### config.mk
export PLATFORM = sky130hd
export DESIGN_NAME = can_mode_and_irq_control
export DESIGN_NICKNAME = d
export VERILOG_FILES = /design/src/can_ctl_pkg.sv /design/src/can_mode_and_irq_control.sv /design/src/irq_flag_bank.sv
export SDC_FILE = /design/constraint.sdc
export NUM_CORES = 1
export LEC_CHECK = 0
export BUFFER_PORTS_ARGS = -buffer_cell sky130_fd_sc_hd__buf_2
export CORE_MARGIN = 5
export CORE_UTILIZATION = 44
export CTS_BUF_LIST = sky130_fd_sc_hd__clkbuf_8
export DETAILED_ROUTE_END_ITERATION = 8
export GPL_TIMING_DRIVEN = 1
export PLACE_DENSITY = 0.74
export SETUP_SLACK_MARGIN = 0.4
export SYNTH_ARGS = -nofsm -noshare
export SYNTH_HDL_FRONTEND = slang
export SYNTH_SLANG_ARGS = --single-unit
### constraint.sdc
create_clock -name mclk_i -period 2.2 [get_ports mclk_i]
set_input_delay 0.44 -clock mclk_i [delete_from_list [all_inputs] [get_ports mclk_i]]
set_output_delay 0.44 -clock mclk_i [all_outputs]
set_load 0.02 [all_outputs]
### src/can_ctl_pkg.sv
package can_ctl_pkg;

  ////////////////////////////////////////////////////////////////////////////////
  // register map (word addresses on the plain register port)
  localparam int ADDR_W = 4;
  localparam int DATA_W = 16;
  localparam logic [ADDR_W-1:0] CTRL_ADDR = 4'h0;
  localparam logic [ADDR_W-1:0] FLAGS_ADDR = 4'h1;
  localparam logic [ADDR_W-1:0] IRQ_EN_ADDR = 4'h2;

  ////////////////////////////////////////////////////////////////////////////////
  // can_control_one field positions
  localparam int IDLE_STOP_BIT = 13;
  localparam int ABORT_BIT = 12;
  localparam int CLK_SEL_BIT = 11;
  localparam int REQ_MODE_LSB = 8;
  localparam int CUR_MODE_LSB = 5;
  localparam int CAPTURE_BIT = 3;
  localparam int WINDOW_BIT = 0;

  ////////////////////////////////////////////////////////////////////////////////
  // operating modes, shared by the requested and current mode fields
  typedef enum logic [2:0] {
    MODE_NORMAL = 3'h0,
    MODE_DISABLE = 3'h1,
    MODE_LOOPBACK = 3'h2,
    MODE_LISTEN_ONLY = 3'h3,
    MODE_CONFIG = 3'h4,
    MODE_RSVD_5 = 3'h5,
    MODE_RSVD_6 = 3'h6,
    MODE_LISTEN_ALL = 3'h7
  } op_mode_t;

  localparam op_mode_t MODE_RESET = MODE_CONFIG;
  localparam logic IDLE_STOP_RESET = 1'b0;
  localparam logic ABORT_RESET = 1'b0;
  localparam logic CLK_SEL_RESET = 1'b0;
  localparam logic CAPTURE_RESET = 1'b0;
  localparam logic WINDOW_RESET = 1'b0;

  ////////////////////////////////////////////////////////////////////////////////
  // can_irq_flags / can_irq_enable shared layout
  localparam int IRQ_W = 8;
  localparam int TX_BUF_BIT = 0;
  localparam int RX_BUF_BIT = 1;
  localparam int RX_OVF_BIT = 2;
  localparam int FIFO_AF_BIT = 3;
  localparam int ERROR_BIT = 5;
  localparam int WAKE_BIT = 6;
  localparam int INVALID_BIT = 7;
  localparam logic [IRQ_W-1:0] IRQ_IMPL_MASK = 8'hef;
  localparam logic [IRQ_W-1:0] IRQ_EN_RESET = 8'h00;
  localparam logic [IRQ_W-1:0] IRQ_FLAGS_RESET = 8'h00;

  ////////////////////////////////////////////////////////////////////////////////
  // mode transition timing
  localparam int CLK_PERIOD_NS = 40;
  localparam int MODE_SETTLE_NS = 160;
  localparam int MODE_SETTLE_CYCLES = (MODE_SETTLE_NS + CLK_PERIOD_NS - 1) / CLK_PERIOD_NS;
  localparam int SETTLE_CNT_W = 3;

  typedef enum logic [2:0] {
    ST_STABLE = 3'b001,
    ST_WAIT_IDLE = 3'b010,
    ST_SETTLE = 3'b100
  } mode_state_t;

endpackage : can_ctl_pkg

### src/can_mode_and_irq_control.sv
`timescale 1ns/1ps
module can_mode_and_irq_control #(
  parameter int NUM_TX_BUF = 8
) (
  input wire logic mclk_i,
  input wire logic rst_i,
  input wire logic [can_ctl_pkg::ADDR_W-1:0] addr_i,
  input wire logic [can_ctl_pkg::DATA_W-1:0] wdata_i,
  input wire logic wr_i,
  input wire logic rd_i,
  output logic [can_ctl_pkg::DATA_W-1:0] rdata_o,
  input wire logic device_idle_i,
  input wire logic bus_idle_i,
  input wire logic [NUM_TX_BUF-1:0] tx_busy_i,
  output logic [NUM_TX_BUF-1:0] tx_abort_o,
  input wire logic rx_msg_done_i,
  output logic capture_event_o,
  input wire logic tx_buf_event_i,
  input wire logic rx_buf_event_i,
  input wire logic rx_overflow_event_i,
  input wire logic fifo_almost_full_event_i,
  input wire logic error_event_i,
  input wire logic wakeup_event_i,
  input wire logic invalid_msg_event_i,
  output logic module_active_o,
  output logic module_clock_select_o,
  output logic map_window_select_o,
  output logic [2:0] current_op_mode_o,
  output logic irq_o
);
  import can_ctl_pkg::*;

  ////////////////////////////////////////////////////////////////////////////////
  // register state

  logic idle_stop_reg;
  logic abort_reg;
  logic clk_sel_reg;
  logic capture_en_reg;
  logic window_reg;
  op_mode_t req_mode_reg;
  op_mode_t cur_mode_reg;
  op_mode_t target_reg;
  mode_state_t state_reg;
  logic [SETTLE_CNT_W-1:0] settle_cnt_reg;
  logic [IRQ_W-1:0] irq_en_reg;
  logic [DATA_W-1:0] rdata_reg;
  logic capture_reg;
  logic [DATA_W-1:0] rdata_next;
  logic [IRQ_W-1:0] flags;
  logic [IRQ_W-1:0] irq_set;
  logic ctrl_wr;
  logic flags_wr;
  logic en_wr;
  logic active;
  logic all_tx_idle;
  logic req_reserved;

  assign ctrl_wr = wr_i && (addr_i == CTRL_ADDR);
  assign flags_wr = wr_i && (addr_i == FLAGS_ADDR);
  assign en_wr = wr_i && (addr_i == IRQ_EN_ADDR);
  assign active = !(device_idle_i && idle_stop_reg);
  assign all_tx_idle = ~|tx_busy_i;
  assign req_reserved = (req_mode_reg == MODE_RSVD_5) || (req_mode_reg == MODE_RSVD_6);

  ////////////////////////////////////////////////////////////////////////////////
  // control register fields

  always_ff @(posedge mclk_i)
  begin
    if (rst_i)
    begin
      idle_stop_reg <= IDLE_STOP_RESET;
      clk_sel_reg <= CLK_SEL_RESET;
      capture_en_reg <= CAPTURE_RESET;
      window_reg <= WINDOW_RESET;
      req_mode_reg <= MODE_RESET;
    end
    else if (ctrl_wr)
    begin
      idle_stop_reg <= wdata_i[IDLE_STOP_BIT];
      clk_sel_reg <= wdata_i[CLK_SEL_BIT];
      capture_en_reg <= wdata_i[CAPTURE_BIT];
      window_reg <= wdata_i[WINDOW_BIT];
      req_mode_reg <= op_mode_t'(wdata_i[REQ_MODE_LSB +: 3]);
    end
  end

  // software can only set the abort; a zero written is ignored so that an
  // abort in flight cannot be cancelled halfway through the buffers
  always_ff @(posedge mclk_i)
  begin
    if (rst_i)
      abort_reg <= ABORT_RESET;
    else if (ctrl_wr && wdata_i[ABORT_BIT])
      abort_reg <= 1'b1;
    else if (abort_reg && all_tx_idle)
      abort_reg <= 1'b0;
  end

  genvar g;
  generate
    for (g = 0; g < NUM_TX_BUF; g++)
    begin : g_abort
      assign tx_abort_o[g] = abort_reg;
    end
  endgenerate

  ////////////////////////////////////////////////////////////////////////////////
  // mode transition: wait for bus idle, settle, then report the new mode

  always_ff @(posedge mclk_i)
  begin
    if (rst_i)
    begin
      state_reg <= ST_STABLE;
      settle_cnt_reg <= '0;
      target_reg <= MODE_RESET;
      cur_mode_reg <= MODE_RESET;
    end
    else
    begin
      unique case (state_reg)
        ST_STABLE:
        begin
          // reserved requests are never acted on
          if (active && !req_reserved && (req_mode_reg != cur_mode_reg))
            state_reg <= ST_WAIT_IDLE;
        end
        ST_WAIT_IDLE:
        begin
          if (req_reserved || (req_mode_reg == cur_mode_reg))
            state_reg <= ST_STABLE;
          else if (active && bus_idle_i)
          begin
            state_reg <= ST_SETTLE;
            target_reg <= req_mode_reg;
            settle_cnt_reg <= SETTLE_CNT_W'(MODE_SETTLE_CYCLES - 1);
          end
        end
        ST_SETTLE:
        begin
          // a request rewritten during settling is picked up afterwards
          if (settle_cnt_reg == '0)
          begin
            cur_mode_reg <= target_reg;
            state_reg <= ST_STABLE;
          end
          else if (active)
            settle_cnt_reg <= settle_cnt_reg - 1'b1;
        end
      endcase
    end
  end

  ////////////////////////////////////////////////////////////////////////////////
  // capture event and interrupt sources

  always_ff @(posedge mclk_i)
  begin
    if (rst_i)
      capture_reg <= 1'b0;
    else
      capture_reg <= rx_msg_done_i && capture_en_reg && active;
  end

  // wake-up still flags while stopped: that is when bus activity matters
  always_comb
  begin
    irq_set = '0;
    irq_set[TX_BUF_BIT] = tx_buf_event_i && active;
    irq_set[RX_BUF_BIT] = rx_buf_event_i && active;
    irq_set[RX_OVF_BIT] = rx_overflow_event_i && active;
    irq_set[FIFO_AF_BIT] = fifo_almost_full_event_i && active;
    irq_set[ERROR_BIT] = error_event_i && active;
    irq_set[WAKE_BIT] = wakeup_event_i;
    irq_set[INVALID_BIT] = invalid_msg_event_i && active;
  end

  always_ff @(posedge mclk_i)
  begin
    if (rst_i)
      irq_en_reg <= IRQ_EN_RESET;
    else if (en_wr)
      irq_en_reg <= wdata_i[IRQ_W-1:0] & IRQ_IMPL_MASK;
  end

  irq_flag_bank #(
    .W(IRQ_W),
    .RESET_VAL(IRQ_FLAGS_RESET)
  ) u_flags (
    .mclk_i(mclk_i),
    .rst_i(rst_i),
    .set_i(irq_set),
    .clr_wr_i(flags_wr),
    .clr_data_i(wdata_i[IRQ_W-1:0]),
    .mask_i(irq_en_reg),
    .flags_o(flags),
    .irq_o(irq_o)
  );

  ////////////////////////////////////////////////////////////////////////////////
  // read path: data valid only in the cycle after the read strobe

  always_comb
  begin
    rdata_next = '0;
    unique case (addr_i)
      CTRL_ADDR:
      begin
        rdata_next[IDLE_STOP_BIT] = idle_stop_reg;
        rdata_next[ABORT_BIT] = abort_reg;
        rdata_next[CLK_SEL_BIT] = clk_sel_reg;
        rdata_next[REQ_MODE_LSB +: 3] = req_mode_reg;
        rdata_next[CUR_MODE_LSB +: 3] = cur_mode_reg;
        rdata_next[CAPTURE_BIT] = capture_en_reg;
        rdata_next[WINDOW_BIT] = window_reg;
      end
      FLAGS_ADDR:
        rdata_next[IRQ_W-1:0] = flags;
      IRQ_EN_ADDR:
        rdata_next[IRQ_W-1:0] = irq_en_reg;
      default:
        rdata_next = '0;
    endcase
  end

  always_ff @(posedge mclk_i)
  begin
    if (rst_i)
      rdata_reg <= '0;
    else if (rd_i)
      rdata_reg <= rdata_next;
    else
      rdata_reg <= '0;
  end

  assign rdata_o = rdata_reg;
  assign capture_event_o = capture_reg;
  assign module_active_o = active;
  assign module_clock_select_o = clk_sel_reg;
  assign map_window_select_o = window_reg;
  assign current_op_mode_o = cur_mode_reg;
endmodule : can_mode_and_irq_control

### src/irq_flag_bank.sv
`timescale 1ns/1ps
module irq_flag_bank #(
  parameter int W = 8,
  parameter logic [W-1:0] RESET_VAL = '0
) (
  input wire logic mclk_i,
  input wire logic rst_i,
  input wire logic [W-1:0] set_i,
  input wire logic clr_wr_i,
  input wire logic [W-1:0] clr_data_i,
  input wire logic [W-1:0] mask_i,
  output logic [W-1:0] flags_o,
  output logic irq_o
);

  logic [W-1:0] flags_reg;

  // a set arriving in the same cycle as a write-one-to-clear wins
  always_ff @(posedge mclk_i)
  begin
    if (rst_i)
      flags_reg <= RESET_VAL;
    else
      flags_reg <= (flags_reg & ~({W{clr_wr_i}} & clr_data_i)) | set_i;
  end

  assign flags_o = flags_reg;
  assign irq_o = |(flags_reg & mask_i);

endmodule : irq_flag_bank
== Word level (Yosys, flattened, before mapping) ==
Cells that the tools add are included.
Word-level totals
  flip-flop bits (word level): 52
  bits of input ports: 42
  output and inout port bits: 32
  word-level logic and storage cells: 92
Operators by class
  add/subtract/negate cells: 1
  equality and inequality tests: 16
  muxes and demuxes: 17
  bitwise logic cells: 8
  reductions and logical operators: 34
Operators by type and width (number)
  $and A8 B8 Y8: 3
  $mux W3: 8
  $pmux W3 S3: 2
  $logic_and A1 B1 Y1: 17
  $reduce_or A8 Y1: 2
  $ne A2 B2 Y1 const B: 6
  $eq A3 B3 Y1 const B: 3
  $not A8 Y8: 1
  $or A8 B8 Y8: 1
  $pmux W1 S3: 2
  $pmux W3 S2: 1
  $reduce_and A3 Y1: 2
  $reduce_and A5 Y1: 1
  $eq A4 B1 Y1 const B: 1
  $eq A4 B2 Y1 const B: 1
  $logic_not A4 Y1: 1
  $pmux W2 S2: 1
  $reduce_bool A2 Y1: 2
  $eq A3 B1 Y1 const B: 1
  $eq A3 B2 Y1 const B: 1
  $eq A3 B3 Y1: 1
  $logic_not A1 Y1: 3
  $logic_not A3 Y1: 1
  $mux W1: 3
  8 further kinds: 11

== Depth between registers and ports, before layout ==
Gate-level depths: netlist of the first run.
  depth after elaboration: 7
  depth in mapped cells: 8
  mapped depth without buffers: 8

== By module ==
From an unflattened synthesis of the first run, not the netlist that was laid out.
Unflattened totals
  cell total of the unflattened synthesis: 245
  area total of the unflattened synthesis: 2208.4 um^2
Modules (own cells, without submodules)
  can_mode_and_irq_control: instances 1, cells an instance 216, area each 1871.8 um^2
  irq_flag_bank: instances 1, cells an instance 29, area each 336.6 um^2

== Worst setup path after synthesis of the first run ==
Ideal clock, no wire load.
  path type: in2reg
  start point: input addr_i[1] (netlist bit)
  end point: register u_flags.flags_reg[7] (netlist: u_flags.flags_o[7])
  setup time: 0.129 ns
  arrival time: 1.672 ns
  required time: 2.071 ns
  setup slack: 0.399 ns
  stages: 8
  buffers on the path: 3
  cells stage by stage: clkbuf_1 -> nor2b_1 -> clkbuf_1 -> and3_1 -> clkbuf_1 -> nand2_1 -> a22oi_1 -> nor2_1
On the way
  longest elaborated chain between the ends: 6
RTL lines
  start, declared: line can_mode_and_irq_control.sv:7  | input wire logic [can_ctl_pkg::ADDR_W-1:0] addr_i,
  $eq A4 B1 Y1: line can_mode_and_irq_control.sv:60  | assign flags_wr = wr_i && (addr_i == FLAGS_ADDR);
  $logic_and A1 B1 Y1: line can_mode_and_irq_control.sv:60
  $and A8 B8 Y8: line irq_flag_bank.sv:24  | flags_reg <= (flags_reg & ~({W{clr_wr_i}} & clr_data_i)) | set_i;
  $not A8 Y8: line irq_flag_bank.sv:24
  $and A8 B8 Y8: line irq_flag_bank.sv:24
  $or A8 B8 Y8: line irq_flag_bank.sv:24
  end signal, assigned: line irq_flag_bank.sv:24
  end, declared: line irq_flag_bank.sv:16  | logic [W-1:0] flags_reg;
Every way passes these cells.
A chain may end at the register's enable or synchronous reset.

== Worst setup path in the final report of the first run ==
  start point: register req_mode_reg[0]
  end point: register settle_cnt_reg[1]
On the way
  longest elaborated chain between the ends: 5
  elaborated cells between the ends (all ways): 7
RTL lines
  start, declared: line can_mode_and_irq_control.sv:41  | op_mode_t req_mode_reg;
  start signal, assigned: line can_mode_and_irq_control.sv:85  | req_mode_reg <= op_mode_t'(wdata_i[REQ_MODE_LSB +: 3]);
  $eq A3 B3 Y1: line can_mode_and_irq_control.sv:64  | assign req_reserved = (req_mode_reg == MODE_RSVD_5) || (req_mode_reg == MODE_RSVD_6);
  $logic_or A1 B1 Y1: line can_mode_and_irq_control.sv:64
  $logic_or A1 B1 Y1 *: line can_mode_and_irq_control.sv:132  | if (req_reserved || (req_mode_reg == cur_mode_reg))
  $ne A2 B2 Y1 (no source line) *
  $reduce_and A5 Y1 (no source line) *
  end signal, assigned: line can_mode_and_irq_control.sv:138  | settle_cnt_reg <= SETTLE_CNT_W'(MODE_SETTLE_CYCLES - 1);
  end signal, assigned: line can_mode_and_irq_control.sv:150  | settle_cnt_reg <= settle_cnt_reg - 1'b1;
  end, declared: line can_mode_and_irq_control.sv:45  | logic [SETTLE_CNT_W-1:0] settle_cnt_reg;
Every way passes the cells marked *; elsewhere a longest branch is shown, timed or not.

==> results of run 1 <==
## cells in the final DEF, fill, tap and decap left out, drive strengths merged, types with 2 or more instances in the layout
cell type / instances
dfxtp: 50
o21ai: 3
nand4: 4
ha: 2
a21oi: 11
nand2: 18
o31ai: 2
buf: 79
inv: 6
and2: 7
o2111ai: 2
nor2: 44
nor4: 2
nand3: 10
nor2b: 2
and3: 2
conb: 2
clkbuf: 5
mux2i: 23
nor3b: 2
a22oi: 10
clkinv: 2
## layout make-up
type                            count  area (um2)  area share [%]
Timing Repair Buffer               80         433            16.0
Sequential cell                    50        1010            37.3
Multi-Input combinational cell    164        1080            39.7
Clock buffer                        5        68.8            2.54
Inverter                            5        18.8           0.692
Tap cell                           67        83.8            3.09
Clock inverter                      3        17.5           0.645
## worst max path at each step
| stage | endpoint | start | slack (ns) | depth (start not counted) |
|---|---|---|---|---|
| 3_3_place_gp | settle_cnt_reg[1]$_SDFFE_PP0P_ | settle_cnt_reg[0]$_SDFFE_PP0P_ | 0.32 | 8 |
| 6_report | settle_cnt_reg[1]$_SDFFE_PP0P_ | req_mode_reg[0]$_SDFFE_PP0N_ | 0.42 | 5 |
| 4_1_cts | settle_cnt_reg[1]$_SDFFE_PP0P_ | req_mode_reg[0]$_SDFFE_PP0N_ | 0.40 | 5 |
| 2_1_floorplan | settle_cnt_reg[1]$_SDFFE_PP0P_ | req_mode_reg[0]$_SDFFE_PP0N_ | 0.40 | 6 |
| 5_1_grt | state_reg[1]$_SDFFE_PP0P_ | req_mode_reg[0]$_SDFFE_PP0N_ | 0.34 | 7 |
| 3_5_place_dp | settle_cnt_reg[1]$_SDFFE_PP0P_ | settle_cnt_reg[0]$_SDFFE_PP0P_ | 0.27 | 8 |
## layer usage
| layer | GRT usage [%] | vias to the layer above | part of all wire (%) |
|---|---|---|---|
| li1 | - | 956 | - |
| met1 | 20.0 | 841 | 45 |
| met2 | 25.2 | 59 | 47 |
| met3 | 4.04 | 10 | 6.0 |
| met4 | 6.76 | 0 | 2.4 |
| met5 | 0 | - | 0 |
## worst max-delay path: stages, from the launching register on
cell and delay (ns):
sky130_fd_sc_hd__dfxtp_4 0.37, sky130_fd_sc_hd__or4_1 0.51, sky130_fd_sc_hd__a211o_1 0.38, sky130_fd_sc_hd__o2111ai_4 0.12, sky130_fd_sc_hd__a21boi_4 0.10, sky130_fd_sc_hd__o211a_1 0.21
## cells by family (layout without fill, tap and decap cells)
logic type                 Yosys count  in the layout  synth area share, %
buffers and inverters               27             93                 6.85
DFF                                 50             50                 46.0
other                                1              2                0.172
xor gates and xnor gates             1              1                0.403
AOI/OAI and AO/OA                   39             39                 13.8
muxes                               23             23                 10.6
and+or+nand+nor                     97             97                 21.1
adders and majority gates            2              2                 1.15
## synth_stat cells
| master | n | share of area, % |
|---|---|---|
| sky130_fd_sc_hd__dfxtp_1 | 50 | 46 |
| sky130_fd_sc_hd__nor2_1 | 44 | 7.6 |
| sky130_fd_sc_hd__mux2i_1 | 23 | 11 |
| sky130_fd_sc_hd__nand2_1 | 18 | 3.1 |
| sky130_fd_sc_hd__a21oi_1 | 11 | 2.5 |
| sky130_fd_sc_hd__a22oi_1 | 10 | 3.5 |
| sky130_fd_sc_hd__buf_4 | 10 | 3.5 |
| sky130_fd_sc_hd__nand3_1 | 10 | 2.3 |
| sky130_fd_sc_hd__clkbuf_1 | 9 | 1.6 |
| sky130_fd_sc_hd__and2_1 | 7 | 2.0 |
| sky130_fd_sc_hd__inv_1 | 5 | 0.86 |
| sky130_fd_sc_hd__nand4_1 | 4 | 1.2 |
| sky130_fd_sc_hd__o21ai_0 | 3 | 0.69 |
| sky130_fd_sc_hd__and3_1 | 2 | 0.58 |
| sky130_fd_sc_hd__buf_2 | 2 | 0.46 |
| sky130_fd_sc_hd__ha_1 | 2 | 1.2 |
| sky130_fd_sc_hd__nor2b_1 | 2 | 0.58 |
| sky130_fd_sc_hd__nor4_1 | 2 | 0.58 |
| sky130_fd_sc_hd__o31ai_2 | 2 | 1.2 |
| sky130_fd_sc_hd__a211o_1 | 1 | 0.40 |
| sky130_fd_sc_hd__a211oi_1 | 1 | 0.35 |
| sky130_fd_sc_hd__a21boi_2 | 1 | 0.52 |
| sky130_fd_sc_hd__a221oi_1 | 1 | 0.40 |
| sky130_fd_sc_hd__a222oi_1 | 1 | 0.46 |
| sky130_fd_sc_hd__a31oi_2 | 1 | 0.58 |
| sky130_fd_sc_hd__a41oi_1 | 1 | 0.40 |
| sky130_fd_sc_hd__and4_1 | 1 | 0.40 |
| sky130_fd_sc_hd__and4bb_1 | 1 | 0.58 |
| sky130_fd_sc_hd__buf_6 | 1 | 0.52 |
| sky130_fd_sc_hd__conb_1 | 1 | 0.17 |
| sky130_fd_sc_hd__nor3_1 | 1 | 0.23 |
| sky130_fd_sc_hd__nor3b_1 | 1 | 0.35 |
| sky130_fd_sc_hd__nor3b_2 | 1 | 0.58 |
| sky130_fd_sc_hd__nor4b_1 | 1 | 0.40 |
| sky130_fd_sc_hd__o2111a_2 | 1 | 0.58 |
| sky130_fd_sc_hd__o2111ai_1 | 1 | 0.40 |
| sky130_fd_sc_hd__o2111ai_2 | 1 | 0.69 |
| sky130_fd_sc_hd__o211a_1 | 1 | 0.46 |
| sky130_fd_sc_hd__o211ai_1 | 1 | 0.35 |
| sky130_fd_sc_hd__o21a_1 | 1 | 0.35 |
| sky130_fd_sc_hd__or2_2 | 1 | 0.29 |
| sky130_fd_sc_hd__or4_1 | 1 | 0.35 |
| sky130_fd_sc_hd__xor2_1 | 1 | 0.40 |
## timing repair
item / 4_1_cts / 5_1_grt
resized for setup: 4 / 12
setup endpoints to repair: 4 / 8
pin swaps: 1 / 10
setup buffers: 0 / 7
## stage by stage
| step | total power [mW] | utilization (%) | instance area, um2 | std cells |
|---|---|---|---|---|
| after floorplan | 1.06 | - | 2180 | 241 |
| after global placement | 1.11 | 52.7 | 2510 | 359 |
| after detailed placement | 1.12 | 52.7 | 2510 | 359 |
| after CTS | 1.63 | 54.9 | 2610 | 367 |
| after global routing | 1.69 | 57.1 | 2710 | 374 |
| final | 1.62 | 57.1 | 2710 | 374 |
## where the power goes
part	internal [mW]	total [mW]	leakage, nW	switching, mW
Clock	0.220	0.514	0.0493	0.294
Sequential	0.924	0.945	0.409	0.0212
Combinational	0.0746	0.163	0.859	0.0882
==> flow_results.org, run 1 <==
** Run status
- The run finished with clean final reports.

** Route
- Antenna Violating Nets Remaining :: 0
- For this run, design rule violations remaining after detail routing come to 0.
- Via count normalized by instance count :: approximately 5
- Wire length per cell :: 13.7 um
- Router iterations before antenna repair :: 4
- Post-detailed-routing wire length :: 5.11 mm
- Iteration-0 DRC Markers :: around 110
- Routed vias :: 1866

** Yosys
- In this run, distinct cell masters in the synthesized netlist total 43.
- Yosys printed 0 warnings.
- Sequential area share after synthesis :: 46.0%
- Mean post-synth cell area :: 9.06 um2
- Synthesized netlist cell count :: 240
- Cell area after synthesis :: 2170 um2
- Number of register bits inferred by synthesis :: 50

** Job
- Across the run, the number of max-cap violations was 0.

** STA
- Adding up every negative setup slack in the final design gives 0 ns.
- For the final database, setup skew stands at 0.00609 ns.
- The number of slew-limit violations in the final report came to 0.
- For this run, the top clock speed supported by timing is 0.562 GHz.
- Setup violations remaining at the end of the flow were counted as 0.
- Dividing the final minimum period by the clock period gives between 80% and 90%.
- Setup repair after global routing missed its margin :: true
- Final critical-path setup slack :: 0.419 ns
- Final min period :: 1.78 ns
- Final-report hold violation count :: 0
- WHS :: 0.317 ns

** Cells and area
- Counting the fill cells in the layout gives 453.
- Number of antenna diodes :: 0
- Area growth syn-to-layout :: 24.8%
- Count of nets after finishing :: 350
- The register with the most flip-flops in the layout has 14 of them.
- Of the cells placed in the final design, the portion with a size suffix greater than 1 is between 30% and 40%.

** Placed design
- PortBufs :: 69
- Placed wire-length estimate after detailed placement :: 3.72 mm
- Weighted congestion reported at the end of routability-driven placement :: 0.815
- Before CTS, the worst setup slack after placement is roughly 0.27 ns.

** Clock tree
- In this run the deepest clock path goes through 2 buffers.
- For this design, the sink count on the clock tree is 50.
- Cts bufs inserted :: 5
- Total number of H-tree levels :: 2
- CTS placed an instance of sky130_fd_sc_hd__clkbuf_8 at the clock tree root.
- Clock transition time at the flip-flop clock pins of the worst setup and hold paths :: ~0.080 ns
- For the worst-skew pair, the clock arrives at the later sink with an insertion delay of approximately 0.3 ns.
- Buffers inserted to repair hold after CTS numbered 0.
- TritonCTS built the clock tree.

** Hold path
- The worst hold path was traced through 2 stages.
- Endpoint of the worst hold path :: u_flags.flags_o[4]$_SDFF_PP0_
- Worst min-delay path startpoint :: wdata_i[4]
- Hold/Removal Path Class :: primary input to flop

** Worst setup path
- The worst register-to-register path begins at req_mode_reg[0]$_SDFFE_PP0N_.
- In this run the worst path has a maximum fanout of 6.
- Setup slack on the worst flop-to-flop path :: 0.42 ns
- In this run the critical register-to-register path is captured at settle_cnt_reg[1]$_SDFFE_PP0P_.
- Data on the critical path is required at its endpoint by 2.40 ns.
- Data arrives at the worst endpoint at between 1.5 and 2 ns.
- STA classifies the critical path startpoint as a flop.
- Depth of the worst register-to-register path :: 5
- Kind of critical path :: flop to flop
- Type of destination of the critical path :: flop

** Floorplanning
- Initial core utilization :: 45.7%
- During I/O placement, the number of pins put on the boundary was 74.
- Total number of placement rows :: 25
- Floorplan die area :: approximately 6400 um2
- The core region is 4750 um2.
- The die is 80.3 um wide.
- Measured along the y axis, the die boundary spans 80.3 um.

** GRT
- The first global-routing pass estimated 7.86 mm of wire.
- Global routing consumed, over all layers together, ~16% of the routing resources.
- Entering global routing, the biggest net connects 32 pins.
- Number of global-route vias before repair :: roughly 1700
- The number of antenna violations at the first check in global routing was 0.
- GR Overflow Total :: 0

** Power and ir drop
- Summed over all cells, the static leakage comes to 1.32 nW.
- Areal power density over the cells :: 598 nW/um2
- Across the VDD grid, the largest voltage drop is 249 uV.
(Power assumes the default switching activity.)
==> run 2: changes to the inputs <==
- PLACE_DENSITY: 0.74 -> 0.77
- clock period: 2.2 -> 1.48 ns (I/O delays scaled with it)
==> run 2 against run 1 <==
Against the previous run:
- the run now ends with negative setup slack left
- non-clock buffer count grew 24
- critical path depth increased by 2
- hold slack got worse by 0.16 ns
- combinational power rose by 93%
- power up 57%
- critical path type unchanged
- critical endpoint is now state_reg[0]$_SDFFE_PP1P_
- largest power group unchanged
- highest routed layer unchanged
==> flow_results.org, run 2 (synthesis gave the netlist of run 1 again) <==
** Floorplanning
- The placeable core region was 4750 um2 (unchanged).
- Initial core utilization :: 45.7% (unchanged)
- The chip width was 80.3 um (unchanged).
- Num ports :: 74 (unchanged)
- Floorplan die area :: 6450 um2 (unchanged)
- The die outline height came to 80.3 um (unchanged).
- The row count was 25 (unchanged).

** STA
- The minimum setup slack in the final design was -0.349 ns (-0.768 ns).
- Final-report hold violation count :: 0 (unchanged)
- Maximum clock frequency :: 0.547 GHz (-2.6%)
- Setup repair after global routing missed its margin :: true
- Final sum of negative setup slack :: -2.72 ns (-2.72 ns)
- The post-route minimum period came to 1.83 ns (+0.0480 ns).
- Endpoints failing setup :: 10 (+10)
- The final worst hold slack was 0.152 ns (-0.164 ns).
- Number of max-slew violations in the final report :: 0 (unchanged)
- The post-route clock period utilization was 124% (+43 points).
- Worst Clk Skew :: 0.00633 ns (+0.000238 ns)

** Worst setup path
- Critical Path Source Type :: flop
- Worst path bufs/invs :: 2 (+2)
- Crit-path max cell delay :: 0.35 ns (-0.16 ns)
- Broken down by cell family, the worst path's largest delay share belongs to compound AO/OA/AOI/OAI gates.
- List of cells traversed by the critical path :: buf_4 > and4bb_1 > a31oi_4 > o211ai_1 > a221oi_2 > buf_4 > nand2_1
- The worst setup path is captured at a flop.
- The maximum net fanout on the critical path was 7 (+1).
- The worst setup path is of the flop to flop kind.
- For this design, the slowest cell found on the critical path is sky130_fd_sc_hd__dfxtp_1.
- The internal reg-to-reg setup slack was -0.35 ns (-0.77 ns).
- Counting stages on the worst path, the most repeated cell is sky130_fd_sc_hd__buf_4.
- The critical path required time is 1.68 ns (-0.72 ns).
- Data arrival time at the worst-slack endpoint :: 2.03 ns (+0.05 ns)

** Cells and area
- In the layout the commonest cells are 42 x sky130_fd_sc_hd__nor2_1, 40 x sky130_fd_sc_hd__buf_2, 34 x sky130_fd_sc_hd__buf_4, 31 x sky130_fd_sc_hd__dfxtp_1, 30 x sky130_fd_sc_hd__buf_6.
- Number of standard cells in the layout, taps in and fillers out :: 398 (+6.4%)
- Number of fill cells in the layout :: 354 (-22%)
- The antenna diode count was 0 (unchanged).
- The register area was 1030 um2 (+1.4%).
- Leaving out fill and tap cells, the most frequent cell in the layout is sky130_fd_sc_hd__nor2_1.
- The number of flip-flops under the largest register name came to 14 (unchanged).
- From synthesis to final layout, the design area changed by 49.3%.
- Count of nets after finishing :: 374 (+6.9%)
- Footprint of the multi-input gates :: 1230 um2 (+14%)
- Fraction of final layout cells with drive strength greater than 1 :: 50.5% (+16 points)

** GRT
- Maximum number of pins on one net before global-route repair :: 21 (-34%)
- The remaining global-route overflow is 0 (unchanged).
- Wire length of the first global-routing pass :: 9.18 mm (+17%)
- Number of antenna violations at the first check in global routing :: 0 (unchanged)
- Number of global-route vias before repair :: 1944 (+14%)
- Global Route Usage Sum :: 18.2% (+2.5 points)

** Clock tree
- The quantity of hold-fixing buffers added after cts is 0 (unchanged).
- The root buffer cell chosen for the clock tree is sky130_fd_sc_hd__clkbuf_8.
- CTS tree :: yes
- Deepest clock path buffer count :: 2 (unchanged)
- The H-tree level count was 2 (unchanged).
- Worst-Skew Late Latency :: 0.31 ns (about the same)
- The number of sinks driven by the clock tree was 50 (unchanged).
- Clock transition time at the flip-flop clock pins of the worst setup and hold paths :: 0.10 ns (+0.02 ns)
- The number of buffers created by CTS came to 5 (unchanged).

** Route
- Via count normalized by instance count :: 5.24 (+5.0%)
- The initial DRC count was 127 (+18%).
- Residual DRC count :: 0 (unchanged)
- The final antenna-violating net count was 0 (unchanged).
- Wire length per cell :: 15.5 um (+14%)
- The overall via count from detail_route came to 2086 (+12%).
- Router iterations before antenna repair :: 4 (unchanged)
- Post-detailed-routing wire length :: 6.19 mm (+21%)

** Placed design
- The number of I/O port buffers is 69 (unchanged).
- The cell total after placement is 379 (+5.6%).
- The pre-CTS worst setup slack was -0.274 ns (-0.549 ns).
- Weighted congestion reported at the end of routability-driven placement :: 0.845 (+3.6%)
- The final HPWL from detailed placement came to 4.19 mm (+13%).

** Power and ir drop
- The power density over cell area was 783 nW/um2 (+31%).
- The static power due to leakage was 1.46 nW (+11%).
- Worst IR drop on VDD :: 453 uV (+82%)

** Job
- The number of maximum-capacitance constraint violations came to 0 (unchanged).

** Run status
- The checks that failed: negative setup slack.
- Result of the run :: complete, but fails checks

** Hold path
- Hold/Removal Path Class :: primary input to flop
[run 2: changes by cell type in the layout (fill, tap and decap cells not counted), sizes merged]
cell / delta
buf: +25
clkinv: -2
clkinvlp: +2
dlymetal6s2s: -1
[run 2: routing by layer]
layer	wire length [um]	up-vias	share of wire [%]	GRT usage (%)
met5	0	-	0	0
met4	267	0	4.3	9.12
met3	446	27	7.2	4.04
met2	3010	98	49	30.0
met1	2460	954	40	22.3
li1	-	1007	-	-
[run 2: cell type report]
type                    instances  share of cell area [%]
multi-input cells             164                    37.9
flip-flops and latches         50                    31.6
repair buffers                104                    24.4
well taps                      67                    2.58
clock buffers                   5                    2.12
clock inverters                 3                   0.732
inverters                       5                   0.578
[run 2: final timing paths]
kind / startpoint / end / depth (start not counted)
setup reg to reg: req_mode_reg[1]$_SDFFE_PP0N_ / state_reg[0]$_SDFFE_PP1P_ / 7
setup / recovery: req_mode_reg[1]$_SDFFE_PP0N_ / state_reg[0]$_SDFFE_PP1P_ / 7
hold / removal: wdata_i[4] / u_flags.flags_o[4]$_SDFF_PP0_ / 2
hold reg to reg: u_flags.flags_o[4]$_SDFF_PP0_ / rdata_o[4]$_SDFF_PP0_ / 2
[run 2: power breakdown]
| part | total [mW] | switching [mW] | internal (mW) |
|---|---|---|---|
| clock | 0.817 | 0.479 | 0.338 |
| sequential | 1.41 | 0.0332 | 1.38 |
| combinational | 0.314 | 0.163 | 0.152 |
[run 2: timing repair]
action	in CTS	in global routing
hold endpoints to repair	0	0
pin swaps	5	5
setup buffers	5	6
resized for setup	55	46
setup endpoints to repair	31	51
[run 2: metrics by stage]
step | area [um2] | power [mW] | util, %
global route | 3250 | 2.65 | 68.3
detailed placement | 2760 | 1.71 | 58.1
global placement | 2760 | 1.70 | 58.1
floorplan | 2330 | 1.60 | -
finish | 3250 | 2.54 | 68.3
CTS | 3040 | 2.52 | 64.0
==> run 3: changes to the inputs <==
- RECOVER_POWER: default -> 50
==> run 3 against run 2 <==
Against the previous run:
- the run still ends with negative setup slack left
- sequential power about the same
- clock skew up 0.0011 ns
- sequential share of layout area barely moved
- non-clock buffer count did not move
- clock-buffer cell count is the same
- die area unchanged
- global-route usage stayed put
- cell count did not move
- via count about the same
- critical path type unchanged
- largest cell class unchanged
- highest routed layer unchanged
==> flow_results.org, run 3 (synthesis gave the netlist of run 1 again) <==
** Cells and area
- Fraction of final layout cells with drive strength greater than 1 :: 49.8% (-0.60 points)
- Register Area :: 1030 um2 (unchanged)
- The final cell count without fillers is 398 (unchanged).
- The library cell used most frequently in the layout, excluding fill and tap cells, is sky130_fd_sc_hd__nor2_1.
- The net count reported at finish is 374 (unchanged).
- The antenna diode count came to 0 (unchanged).
- Area growth syn-to-layout :: 49.1%
- The cell area after layout was 3240 um2 (-0.12%).
- Number of fill cells in the layout :: 355 (+0.28%)
- The number of flip-flops under the largest register name is 14 (unchanged).
- The area taken by multi-input logic gates was 1230 um2 (-0.20%).
- Leaving out fill and tap cells, the most frequent cells in the layout are 42 x sky130_fd_sc_hd__nor2_1, 39 x sky130_fd_sc_hd__buf_2, 34 x sky130_fd_sc_hd__buf_4, 31 x sky130_fd_sc_hd__dfxtp_1, 30 x sky130_fd_sc_hd__buf_6.

** Clock tree
- TritonCTS built the clock tree.
- The maximum count of clock buffers along a single path is 2 (unchanged).
- Library cell used as clock root buffer :: sky130_fd_sc_hd__clkbuf_8
- CTS hold repair buffers :: 0 (unchanged)
- Clock transition time at the flip-flop clock pins of the worst setup and hold paths :: 0.10 ns (about the same)
- The H-tree level count came to 2 (unchanged).
- The number of sinks driven by the clock tree is 50 (unchanged).
- The number of buffers created by CTS was 5 (unchanged).
- Worst-Skew Late Latency :: 0.31 ns (about the same)

** Placed design
- Count of placed standard cells including taps :: 379 (unchanged)
- The cell area reported after detailed placement is 2760 um2 (unchanged).
- The final HPWL from detailed placement came to 4.19 mm (unchanged).
- Weighted congestion reported at the end of routability-driven placement :: 0.845 (unchanged)
- PortBufs :: 69 (unchanged)

** Worst setup path
- Highest fanout seen on the critical path :: 4 (-3)
- The critical path data arrival time was 2.08 ns (+0.05 ns).
- The worst reg2reg path depth came to 6 (-1).
- Required arrival time at the worst endpoint :: 1.73 ns (+0.05 ns)
- STA classifies the critical path startpoint as a flop.
- The critical path is of the flop to flop type.
- Type of destination of the critical path :: flop

** Route
- Detailed route wirelength on metal3 :: 428 um (-4.0%)
- Uppermost metal layer occupied by signal nets :: met4
- The final routed wirelength across all metal layers was 6.16 mm (-0.36%).
- The final antenna-violating net count came to 0 (unchanged).
- The overall via count from detail_route is 2088 (+0.096%).
- Via count normalized by instance count :: 5.25 (about the same)
- Wire length on met1 :: 2.45 mm (-0.37%)
- Wire length per cell :: 15.5 um (-0.36%)
- Residual DRC count :: 0 (unchanged)
- The initial DRC count came to 126 (-0.79%).
- The total iterations of the first detailed-routing run came to 4 (unchanged).
- Met2 wirelength from detailed routing :: 3.02 mm (+0.40%)

** Power and ir drop
- Overall Power :: 2.54 mW (about the same)
- The peak supply drop was 453 uV (about the same).
- The power density over cell area came to 783 nW/um2 (about the same).
- Static Leakage :: 1.46 nW (-0.26%)

** STA
- The number of slew-limit violations in the final report is 0 (unchanged).
- The number of hold-slack violations in the final timing report came to 0 (unchanged).
- Final critical-path share of the clock period :: 123% (-0.13 points)
- The post-route minimum period was 1.83 ns (-0.00188 ns).
- Endpoints failing setup :: 10 (unchanged)
- Worst Clk Skew :: 0.00740 ns (+0.00106 ns)
- The minimum setup slack in the final design was -0.347 ns (+0.00188 ns).
- Setup repair after global routing could not meet its margin everywhere.
- Maximum clock frequency :: 0.547 GHz (+0.10%)

** GRT
- Maximum number of pins on one net before global-route repair :: 21 (unchanged)
- Wire length of the first global-routing pass :: 9.18 mm (unchanged)
- The global-route total usage across every layer is 18.2% (unchanged).
- The via count of the first global-routing pass came to 1944 (unchanged).
- GR Overflow Total :: 0 (unchanged)
- Number of antenna violations at the first check in global routing :: 0 (unchanged)

** Floorplanning
- The number of ports placed on the die boundary is 74 (unchanged).
- Floorplan die area :: 6450 um2 (unchanged)
- The die outline height came to 80.3 um (unchanged).
- Total number of placement rows :: 25 (unchanged)
- The chip width is 80.3 um (unchanged).
- The starting density of the core is 45.7% (unchanged).
- The placeable core region was 4750 um2 (unchanged).

** Run status
- The flow ran to the end, but the final reports show violations.
- Violations in the final reports :: negative setup slack

** Hold path
- Number of cells traversed by the worst hold path :: 2 (unchanged)
- Hold/Removal Path Class :: primary input to flop

** Job
- The number of maximum-capacitance constraint violations was 0 (unchanged).
## run 3: per-stage QoR
step	utilization (%)	setup TNS [ns]	hold WS, ns	worst slack, ns
6_report	68.2	-2.71	0.152	-0.347
5_1_grt	68.2	-3.22	0.144	-0.407
4_1_cts	64.0	-2.02	0.153	-0.279
3_5_place_dp	58.1	-1.97	0.419	-0.274
3_3_place_gp	58.1	-1.50	0.420	-0.216
2_1_floorplan	-	-1.87	0.379	-0.255
## run 3: timing repair
action	4_1_cts	5_1_grt
endpoints found under the hold margin	0	0
setup endpoints to repair	31	51
gates resized for setup	55	46
pin swaps	5	5
buffers inserted	5	6
## run 3: area by class of cell
type,instances,share of cell area [%]
flip-flops and latches,50,31.7
multi-input cells,164,37.9
well taps,67,2.58
inverters,5,0.579
repair buffers,104,24.4
clock inverters,3,0.733
clock buffers,5,2.12
## run 3: critical path, cell delays in order (launching register included)
cell	delay, ns
sky130_fd_sc_hd__dfxtp_2	0.35
sky130_fd_sc_hd__or4_4	0.53
sky130_fd_sc_hd__a211o_4	0.39
sky130_fd_sc_hd__o211ai_1	0.16
sky130_fd_sc_hd__a221oi_2	0.13
sky130_fd_sc_hd__buf_4	0.15
sky130_fd_sc_hd__nand2_1	0.06
## run 3: worst paths after layout
path	slack (ns)	start	endpoint
worst max-delay path	-0.35	req_mode_reg[0]$_SDFFE_PP0N_	state_reg[0]$_SDFFE_PP1P_
worst min register to register	0.44	u_flags.flags_o[4]$_SDFF_PP0_	rdata_o[4]$_SDFF_PP0_
worst min-delay path	0.15	wdata_i[4]	u_flags.flags_o[4]$_SDFF_PP0_
worst max register to register	-0.35	req_mode_reg[0]$_SDFFE_PP0N_	state_reg[0]$_SDFFE_PP1P_
## run 3: per-layer routing
| layer | GRT usage, % | up-vias |
|---|---|---|
| met3 | 4.04 | 27 |
| li1 | - | 1009 |
| met2 | 30.0 | 92 |
| met5 | 0 | - |
| met4 | 9.12 | 0 |
| met1 | 22.3 | 960 |
## run 3: power by group
group | internal [mW] | switching, mW
logic | 0.151 | 0.162
registers | 1.38 | 0.0328
clock network | 0.338 | 0.478
